### src/core/dcf_pkg.sv
// Purpose: shared constants and carriers for the code format and offset block
// Assumes: 16-bit codes, two channel groups of four channels
// Notes: offset defaults are straight binary nominal values
package dcf_pkg;

  localparam int CODE_W = 16;
  localparam int NUM_CH = 8;
  localparam int CH_PER_GRP = 4;

  // register addresses on the plain port
  localparam logic [3:0] ADDR_CH0 = 4'h0;
  localparam logic [3:0] ADDR_OFS_A = 4'h8;
  localparam logic [3:0] ADDR_OFS_B = 4'h9;
  localparam logic [3:0] ADDR_GAIN_COR = 4'hA;
  localparam logic [3:0] ADDR_ZERO_COR = 4'hB;
  localparam logic [3:0] ADDR_CONFIG = 4'hC;
  localparam logic [3:0] ADDR_STATUS = 4'hD;

  // config and status field positions
  localparam int CFG_GAIN_BIT = 0;
  localparam int STS_FMT_BIT = 0;
  localparam int STS_SINGLE_BIT = 1;
  localparam int STS_GAIN_BIT = 2;
  localparam int STS_OFS_EN_BIT = 3;

  // values after reset, the gain-4 offset default and code constants
  localparam logic [15:0] OFS_DEF_G6 = 16'h999A;
  localparam logic [15:0] OFS_DEF_G4 = 16'hAAAB;
  localparam logic [15:0] GAIN_COR_RST = 16'h8000;
  localparam logic [15:0] ZERO_COR_RST = 16'h0000;
  localparam logic [15:0] CH_RST = 16'h0000;
  localparam logic [15:0] CODE_ZERO_USB = 16'h8000;
  localparam logic [15:0] CODE_ZERO_BTC = 16'h0000;
  localparam logic CFG_GAIN_RST = 1'b1;
  localparam logic [15:0] SIGN_MASK = 16'h8000;

  typedef enum logic [1:0] {
    DCF_FMT_USB = 2'b01,
    DCF_FMT_BTC = 2'b10
  } dcf_fmt_e;

  typedef struct packed {
    logic [3:0] addr;
    logic [15:0] wdata;
    logic wr;
    logic rd;
  } dcf_bus_req_s;

  typedef struct packed {
    logic [7:0][15:0] ch_core;
    logic [15:0] ofs_a_core;
    logic [15:0] ofs_b_core;
    logic [15:0] gain_cor;
    logic [15:0] zero_cor;
    logic gain6;
    logic ofs_en;
  } dcf_core_s;

endpackage

### src/core/dcf_code_conv.sv
// Purpose: convert one written code into the straight binary core code
// Assumes: format enum from the package
// Notes: combinational, used for channel and offset codes alike
`timescale 1ns/1ps
module dcf_code_conv (
  input wire dcf_pkg::dcf_fmt_e i_fmt,
  input wire logic [15:0] i_code,
  output logic [15:0] o_core
);

  // twos complement to offset binary is only the sign bit flipped
  always_comb begin
    if (i_fmt == dcf_pkg::DCF_FMT_BTC) begin
      o_core = i_code ^ dcf_pkg::SIGN_MASK;
    end else begin
      o_core = i_code;
    end
  end

endmodule // dcf_code_conv

### src/core/dcf_format_offset.sv
// Purpose: code format selection, offset code defaults and core code outputs
// Assumes: format and supply straps are quasi-static pins, synchronised here
// Notes: registers hold codes as written, but a format change flips both offset sign bits; the core sees straight binary
//
// Chosen here: the address-and-strobe port and the register addresses.
`timescale 1ns/1ps
module dcf_format_offset #(
  parameter int NUM_CH = dcf_pkg::NUM_CH
) (
  input wire logic i_ref_clk,
  input wire logic i_rst_n,
  input wire logic i_code_format_select_pin,
  input wire logic i_single_supply,
  input wire dcf_pkg::dcf_bus_req_s i_bus,
  output logic [15:0] o_rdata,
  output dcf_pkg::dcf_core_s o_core,
  output logic o_ofs_amp_en
);

  typedef struct packed {
    logic [1:0] fmt_sync;
    logic [1:0] single_sync;
    logic fmt_btc;
    logic single;
    logic [NUM_CH-1:0][15:0] ch;
    logic [15:0] ofs_a;
    logic [15:0] ofs_b;
    logic [15:0] gain_cor;
    logic [15:0] zero_cor;
    logic gain6;
    logic init_pend;
    logic [15:0] rdata;
  } dcf_state_s;

  dcf_state_s state_ff;
  dcf_state_s nxt_state;
  dcf_pkg::dcf_fmt_e fmt;
  logic [NUM_CH-1:0][15:0] ch_core;
  logic [15:0] ofs_a_core;
  logic [15:0] ofs_b_core;
  logic [15:0] ofs_def_usb;
  logic [15:0] ofs_def;
  logic [15:0] status_word;

  assign fmt = state_ff.fmt_btc ? dcf_pkg::DCF_FMT_BTC : dcf_pkg::DCF_FMT_USB;

  genvar gi;
  generate
    for (gi = 0; gi < NUM_CH; gi++) begin : g_ch
      dcf_code_conv u_conv (
        .i_fmt(fmt),
        .i_code(state_ff.ch[gi]),
        .o_core(ch_core[gi])
      );
    end
  endgenerate

  // offset codes follow the same pin as the channel codes
  dcf_code_conv u_conv_ofs_a (
    .i_fmt(fmt),
    .i_code(state_ff.ofs_a),
    .o_core(ofs_a_core)
  );

  dcf_code_conv u_conv_ofs_b (
    .i_fmt(fmt),
    .i_code(state_ff.ofs_b),
    .o_core(ofs_b_core)
  );

  // default kept as binary and expressed in the selected format
  always_comb begin
    ofs_def_usb = state_ff.gain6 ? dcf_pkg::OFS_DEF_G6 : dcf_pkg::OFS_DEF_G4;
    if (state_ff.fmt_btc) begin
      ofs_def = ofs_def_usb ^ dcf_pkg::SIGN_MASK;
    end else begin
      ofs_def = ofs_def_usb;
    end
  end

  always_comb begin
    status_word = '0;
    status_word[dcf_pkg::STS_FMT_BIT] = state_ff.fmt_btc;
    status_word[dcf_pkg::STS_SINGLE_BIT] = state_ff.single;
    status_word[dcf_pkg::STS_GAIN_BIT] = state_ff.gain6;
    status_word[dcf_pkg::STS_OFS_EN_BIT] = ~state_ff.single;
  end

  always_comb begin
    nxt_state = state_ff;
    nxt_state.fmt_sync = {state_ff.fmt_sync[0], i_code_format_select_pin};
    nxt_state.single_sync = {state_ff.single_sync[0], i_single_supply};
    nxt_state.fmt_btc = state_ff.fmt_sync[1];
    nxt_state.single = state_ff.single_sync[1];
    nxt_state.rdata = '0;
    nxt_state.init_pend = 1'b0;

    // first load after reset comes one edge after release, in the binary format that reset leaves set
    if (state_ff.init_pend) begin
      nxt_state.ofs_a = ofs_def;
      nxt_state.ofs_b = ofs_def;
    end

    // a format change after reset flips the sign bit of both stored offsets
    if (!state_ff.init_pend && (state_ff.fmt_btc != state_ff.fmt_sync[1])) begin
      nxt_state.ofs_a = state_ff.ofs_a ^ dcf_pkg::SIGN_MASK;
      nxt_state.ofs_b = state_ff.ofs_b ^ dcf_pkg::SIGN_MASK;
    end

    if (i_bus.wr) begin
      if (i_bus.addr < dcf_pkg::ADDR_OFS_A) begin
        nxt_state.ch[i_bus.addr[2:0]] = i_bus.wdata;
      end
      unique case (i_bus.addr)
        dcf_pkg::ADDR_OFS_A: begin
          nxt_state.ofs_a = i_bus.wdata;
        end
        dcf_pkg::ADDR_OFS_B: begin
          nxt_state.ofs_b = i_bus.wdata;
        end
        dcf_pkg::ADDR_GAIN_COR: begin
          nxt_state.gain_cor = i_bus.wdata;
        end
        dcf_pkg::ADDR_ZERO_COR: begin
          nxt_state.zero_cor = i_bus.wdata;
        end
        dcf_pkg::ADDR_CONFIG: begin
          nxt_state.gain6 = i_bus.wdata[dcf_pkg::CFG_GAIN_BIT];
          if (i_bus.wdata[dcf_pkg::CFG_GAIN_BIT] != state_ff.gain6) begin
            // reload uses the new gain's default in the current format
            nxt_state.ofs_a = (i_bus.wdata[dcf_pkg::CFG_GAIN_BIT] ? dcf_pkg::OFS_DEF_G6
                                : dcf_pkg::OFS_DEF_G4) ^ (state_ff.fmt_btc ? dcf_pkg::SIGN_MASK
                                : 16'h0000);
            nxt_state.ofs_b = nxt_state.ofs_a;
          end
        end
        default: begin
        end
      endcase
    end

    if (i_bus.rd) begin
      if (i_bus.addr < dcf_pkg::ADDR_OFS_A) begin
        nxt_state.rdata = state_ff.ch[i_bus.addr[2:0]];
      end
      unique case (i_bus.addr)
        dcf_pkg::ADDR_OFS_A: nxt_state.rdata = state_ff.ofs_a;
        dcf_pkg::ADDR_OFS_B: nxt_state.rdata = state_ff.ofs_b;
        dcf_pkg::ADDR_GAIN_COR: nxt_state.rdata = state_ff.gain_cor;
        dcf_pkg::ADDR_ZERO_COR: nxt_state.rdata = state_ff.zero_cor;
        dcf_pkg::ADDR_CONFIG: nxt_state.rdata = {15'h0000, state_ff.gain6};
        dcf_pkg::ADDR_STATUS: nxt_state.rdata = status_word;
        default: begin
        end
      endcase
    end
  end

  always_ff @(posedge i_ref_clk) begin
    if (!i_rst_n) begin
      state_ff <= '0;
      state_ff.gain6 <= dcf_pkg::CFG_GAIN_RST;
      state_ff.gain_cor <= dcf_pkg::GAIN_COR_RST;
      state_ff.zero_cor <= dcf_pkg::ZERO_COR_RST;
      state_ff.ofs_a <= dcf_pkg::OFS_DEF_G6;
      state_ff.ofs_b <= dcf_pkg::OFS_DEF_G6;
      state_ff.init_pend <= 1'b1;
    end else begin
      state_ff <= nxt_state;
    end
  end

  // offset path off on a single supply; offset core codes held at zero there
  always_comb begin
    o_core.ch_core = ch_core;
    o_core.ofs_a_core = state_ff.single ? 16'h0000 : ofs_a_core;
    o_core.ofs_b_core = state_ff.single ? 16'h0000 : ofs_b_core;
    o_core.gain_cor = state_ff.gain_cor;
    o_core.zero_cor = state_ff.zero_cor;
    o_core.gain6 = state_ff.gain6;
    o_core.ofs_en = ~state_ff.single;
  end

  assign o_ofs_amp_en = ~state_ff.single;
  assign o_rdata = state_ff.rdata;

endmodule // dcf_format_offset

### config.mk
export PLATFORM = sky130hd
export DESIGN_NAME = dcf_format_offset
export DESIGN_NICKNAME = d
export VERILOG_FILES = /design/src/core/dcf_pkg.sv /design/src/core/dcf_code_conv.sv /design/src/core/dcf_format_offset.sv
export SDC_FILE = /design/constraint.sdc
export NUM_CORES = 1
export LEC_CHECK = 0
export BUFFER_PORTS_ARGS = -buffer_cell sky130_fd_sc_hd__buf_2
export CORE_MARGIN = 2
export CORE_UTILIZATION = 37
export CTS_BUF_LIST = sky130_fd_sc_hd__clkbuf_16
export DETAILED_ROUTE_END_ITERATION = 8
export GPL_ROUTABILITY_DRIVEN = 1
export PLACE_DENSITY_LB_ADDON = 0.05
export SYNTH_ARGS = -nofsm -noshare
export SYNTH_HDL_FRONTEND = slang
export SYNTH_HIERARCHICAL = 1
export SYNTH_SLANG_ARGS = --single-unit
### constraint.sdc
create_clock -name i_ref_clk -period 2.4 [get_ports i_ref_clk]
set_clock_uncertainty 0.15 [all_clocks]
set_input_delay 0.24 -clock i_ref_clk [delete_from_list [all_inputs] [get_ports i_ref_clk]]
set_output_delay 0.24 -clock i_ref_clk [all_outputs]
set_load 0.005 [all_outputs]
Word level (Yosys, flattened, before mapping)
Index checks and enable logic that the tools add are counted.
{"block": "totals", "regBits": 216, "inputBits": 26, "out_inout_bits": 211, "wordCells": 87}
{"block": "op_classes", "order_cmp": 3, "eq_ne": 9, "muxes": 35, "bitwise_logic": 13, "n_reduce_logical": 8}
{"cell": "16-bit two-way mux", "count": 20}
{"cell": "128-bit bitwise mux", "count": 1}
{"cell": "32-bit two-way mux", "count": 3}
{"cell": "16-bit one-hot mux with 6 select lines", "count": 1}
{"cell": "65-bit two-way mux", "count": 1}
{"cell": "16-bit one-hot mux with 2 select lines", "count": 2}
{"cell": "16-bit binary-select mux with 3-bit select", "count": 1}
{"cell": "16-bit demux with 3-bit select", "count": 1}
{"cell": "14-bit two-way mux", "count": 2}
{"cell": "4-bit equality test, second input constant", "count": 6}
{"cell": "17-bit two-way mux", "count": 1}
{"cell": "16-bit XOR", "count": 1}
{"cell": "1-bit inverter", "count": 11}
{"cell": "2-bit AND reduction", "count": 5}
{"cell": "3-bit by 4-bit < comparator with 1-bit output, second input constant", "count": 1}
{"cell": "4-bit < comparator, second input constant", "count": 1}
{"cell": "3-bit by 1-bit >= comparator with 1-bit output, second input constant", "count": 1}
{"cell": "2-bit equality test, second input constant", "count": 1}
{"cell": "1-bit logical AND", "count": 2}
{"cell": "2-bit two-way mux", "count": 1}
{"cell": "1-bit != test", "count": 2}
{"cell": "1-bit logical NOT", "count": 1}
{"cell": "1-bit two-way mux", "count": 1}
{"cell": "1-bit inverter, first input constant", "count": 1}

Logic depth before layout (Yosys ltp)
{"block": "depth", "ltp_word": 7, "depth_mapped": 8, "depth_no_buf": 4}

Hierarchy
The synthesis kept the hierarchy.
{"module": "dcf_format_offset", "n_inst": 1, "cells_per_inst": 1212, "area_each_um2": 10088.4, "seq_area_each_um2": 4324.1}
{"module": "dcf_code_conv", "n_inst": 10, "cells_per_inst": 17, "area_each_um2": 142.6, "seq_area_each_um2": 0.0}

Worst setup path after synthesis
OpenSTA, ideal clock, no wires.
{"block": "synth_timing", "path_kind": "reg2out", "from": "reg state_ff[211] (netlist name)", "to": "out o_core[49] (netlist name)", "arrival_time_ns": 1.805, "t_required_ns": 2.010, "setup_slack_ns": 0.205, "path_stages_with_launch": 5, "path_buffers": 0, "cell_sequence": "dfxtp_1 -> inv_1 -> nand2b_4 -> xnor2_2 -> nor2b_1"}
{"item": "from (decl)", "line_no": "dcf_format_offset.sv:35", "text": "dcf_state_s state_ff;"}
{"item": "from (signal assigned)", "line_no": "dcf_format_offset.sv:169", "text": "state_ff <= nxt_state;"}
{"item": "to (decl)", "line_no": "dcf_format_offset.sv:16", "text": "output dcf_pkg::dcf_core_s o_core,"}

==> results.tsv <==
metric	value	unit
Starting Density	37.6	%
RSZ-0062 raised after global routing	false	
Worst-Margin Slew	0.805	ns
mapped cell area	11500	um2
cell chain of the critical path	clkinvlp_4 > buf_4 > nand2b_4 > xnor2_2 > buf_2	
Final setup violation count	0	
setup slack after layout	0.229	ns
Routed wire per std cell	21.7	um
post-synth top area share	37.6	%
# clock sinks	216	
DRT antenna net count	0	
DRT Pass-1 Iters	5	
Iteration-0 DRC Markers	793	
I/O Buffers	236	
routed vias	9367	
Slew headroom	46.3	%
top cells by count, synth	nand2_1 (355), buf_4 (217), dfxtp_1 (216), a21oi_1 (185), nor2b_1 (56)	
Mapped Cells	1382	
slowest CP cell	dfxtp_2	
CP Class	reg -> out	
Final period util	90.5	%
Bufs on Longest Clock Path	3	
setup TNS	0	ns
CP peak stage delay	0.48	ns
ys async rst share	0	%
H-tree depth	1	
area delta synth->final	8.11	%
Max FO, Critical Path	8	
register bit total from synthesis	216	
Core Util, Final	40.7	%
Clk pin slew, worst setup/hold paths	0.06	ns
Ports	237	
final net count	1432	
syn_nets	1408	
hold path endpoint	o_rdata[0]	
first-pass GRT wire length	59.3	mm
Die Y	180	um
# diodes	0	
full die area	32500	um2
Mapped Avg Cell Area	8.33	um2
DRC	0	
Seq/Total Area, Yosys	37.6	%
Max VDD drop	0.429	mV
Required @ worst endpoint	2.01	ns
routed wire length	39.4	mm
status	completed	
register-to-register setup slack	0.37	ns
core area	30600	um2
GRT Total Usage	23.5	%
root buffer cell	clkbuf_16	
Arr. time, crit path	1.78	ns
gr ovfl total	0	
initial antenna violation count	0	
num rows	64	
largest cells by area after synthesis	dfxtp_1 (38%), buf_4 (14%), nand2_1 (12%)	
pwr dens	648	nW/um2
DPL Wire Length	27.6	mm
clock latency on the worst-skew pair	0.53	ns
startpoint types	flop	
Slew Limit Fails	0	
Netlist cell types	60	
TritonCTS clock tree	yes	
CTS buffer count	26	
vias in the first global route	9006	
hold crit path type	in -> reg	
crit path time final	2.17	ns
cell with the most instances after synthesis	nand2_1	
Worst Reg2Reg Path Length in Cells	4	
Hold Path Stages	4	
filler instances	3152	
reg2reg end	state_ff[58]	
Setup crit start	state_ff[211]	
final hold viol count	0	
Final GP Congestion	0.804	
die span in x	180	um
share of cells above drive strength 1	27.6	%
RR Startpoint	o_core[1]	
min-delay src	i_bus[0]	
vias per cell	5.15	
Yosys Warn Count	6	
Fmax	461	MHz
pin count of the biggest net entering global routing	143	
top cell type by total area after synthesis	dfxtp_1	
CP Capture Type	output pin	
pre-CTS WS	0.142	ns
Max Cap Viol	0	
Leak	0.00512	uW
EDFF count, synth	0	
Post-synth top flop	dfxtp_1	
cell families (layout without fill, tap and decap cells):
family | Yosys count | count (layout) | share of synthesized area, %
AND/OR/NAND/NOR | 499 | 499 | 20.4
buffers and inverters | 309 | 350 | 18.2
AO/OA/AOI/OAI | 292 | 292 | 15.0
flip-flops | 216 | 216 | 37.6
multiplexers | 50 | 50 | 6.79
XOR/XNOR | 16 | 16 | 2.00
critical path: cells and delay by family (launching register included):
kind	cells	cell delay, ns
XOR/XNOR	1	0.13
AND/OR/NAND/NOR	1	0.15
flip-flops	1	0.48
buffers and inverters	3	0.50
metrics by stage:
| stage | power [uW] | hold WS, ns | cells | instance area (um2) |
|---|---|---|---|---|
| after global routing | 8370 | 0.0851 | 1819 | 12400 |
| after global placement | 4450 | 0.263 | 1754 | 11500 |
| after floorplan | 4250 | 0.208 | 1382 | 11500 |
| after CTS | 8140 | 0.0327 | 1819 | 12400 |
| final | 8070 | 0.0538 | 1819 | 12400 |
| after detailed placement | 4450 | 0.269 | 1754 | 11500 |
cell type report:
class | count | area (um2) | area share (%)
timing repair buffer | 298 | 1730 | 13.9
clock inverter | 18 | 100 | 0.804
sequential | 216 | 4330 | 34.7
clock buffer | 27 | 676 | 5.43
inverter | 7 | 32.5 | 0.261
multi-input combinational | 857 | 5090 | 40.9
tap | 396 | 495 | 3.98
cell usage in the layout (no fill, tap or decap), types with 3 or more instances in the layout:
| cell type | Yosys | layout |
|---|---|---|
| a211o_1 | 13 | 13 |
| a21o_1 | 3 | 3 |
| a21oi_1 | 185 | 185 |
| a221o_1 | 5 | 5 |
| a222oi_1 | 4 | 4 |
| a22o_1 | 3 | 3 |
| a22oi_1 | 12 | 12 |
| a31oi_1 | 15 | 15 |
| a32o_1 | 4 | 4 |
| and2_1 | 10 | 10 |
| buf_12 | 1 | 3 |
| buf_2 | 34 | 236 |
| buf_4 | 217 | 41 |
| clkbuf_16 | 0 | 27 |
| clkinv_1 | 0 | 6 |
| clkinv_2 | 0 | 5 |
| dfxtp_1 | 216 | 215 |
| dlygate4sd3_1 | 0 | 18 |
| inv_1 | 6 | 11 |
| mux2_2 | 12 | 12 |
| mux2i_1 | 17 | 17 |
| mux4_2 | 20 | 20 |
| nand2_1 | 355 | 355 |
| nand2b_1 | 6 | 6 |
| nand2b_4 | 10 | 10 |
| nand3_1 | 5 | 5 |
| nor2_1 | 19 | 19 |
| nor2_4 | 5 | 5 |
| nor2b_1 | 56 | 56 |
| nor3_1 | 9 | 9 |
| o211ai_1 | 14 | 14 |
| o21a_1 | 5 | 5 |
| o21ai_0 | 18 | 18 |
| o22ai_1 | 4 | 4 |
| or2_2 | 6 | 6 |
| xnor2_2 | 11 | 11 |
power by group:
group          switching [uW]  internal [uW]
clock                    1560           2110
sequential               62.7           3650
combinational             434            254
total                    2050           6010
what timing repair did:
action | in CTS | in global routing
setup buffers | 2 | 0
hold buffers | 18 | 0
endpoints found under the hold margin | 157 | 0
resized for setup | 2 | 0
endpoints found under the setup margin | 2 | 0
routing by layer:
| metal | global-route usage (%) | routed length [um] |
|---|---|---|
| met5 | 0 | 0 |
| met4 | 4.26 | 454 |
| met3 | 4.08 | 2610 |
| met2 | 37.6 | 18100 |
| met1 | 33.5 | 18200 |
registers in the layout, indices dropped and copies added (netlist names):
| register | count |
|---|---|
| state_ff | 163 |
| nxt_state | 4 |
| o_core | 33 |
| o_rdata | 16 |
how the worst max path moves through the flow:
stage	endpoint	slack [ns]	cells after the start
after CTS	o_core[81]	0.19	5
after detailed placement	o_rdata[3]	0.14	6
after floorplan	o_core[49]	0.21	4
after global placement	o_rdata[3]	0.16	6
final	o_core[161]	0.23	5
after global routing	o_core[81]	0.12	5
Power figures use the tool's default switching activity.
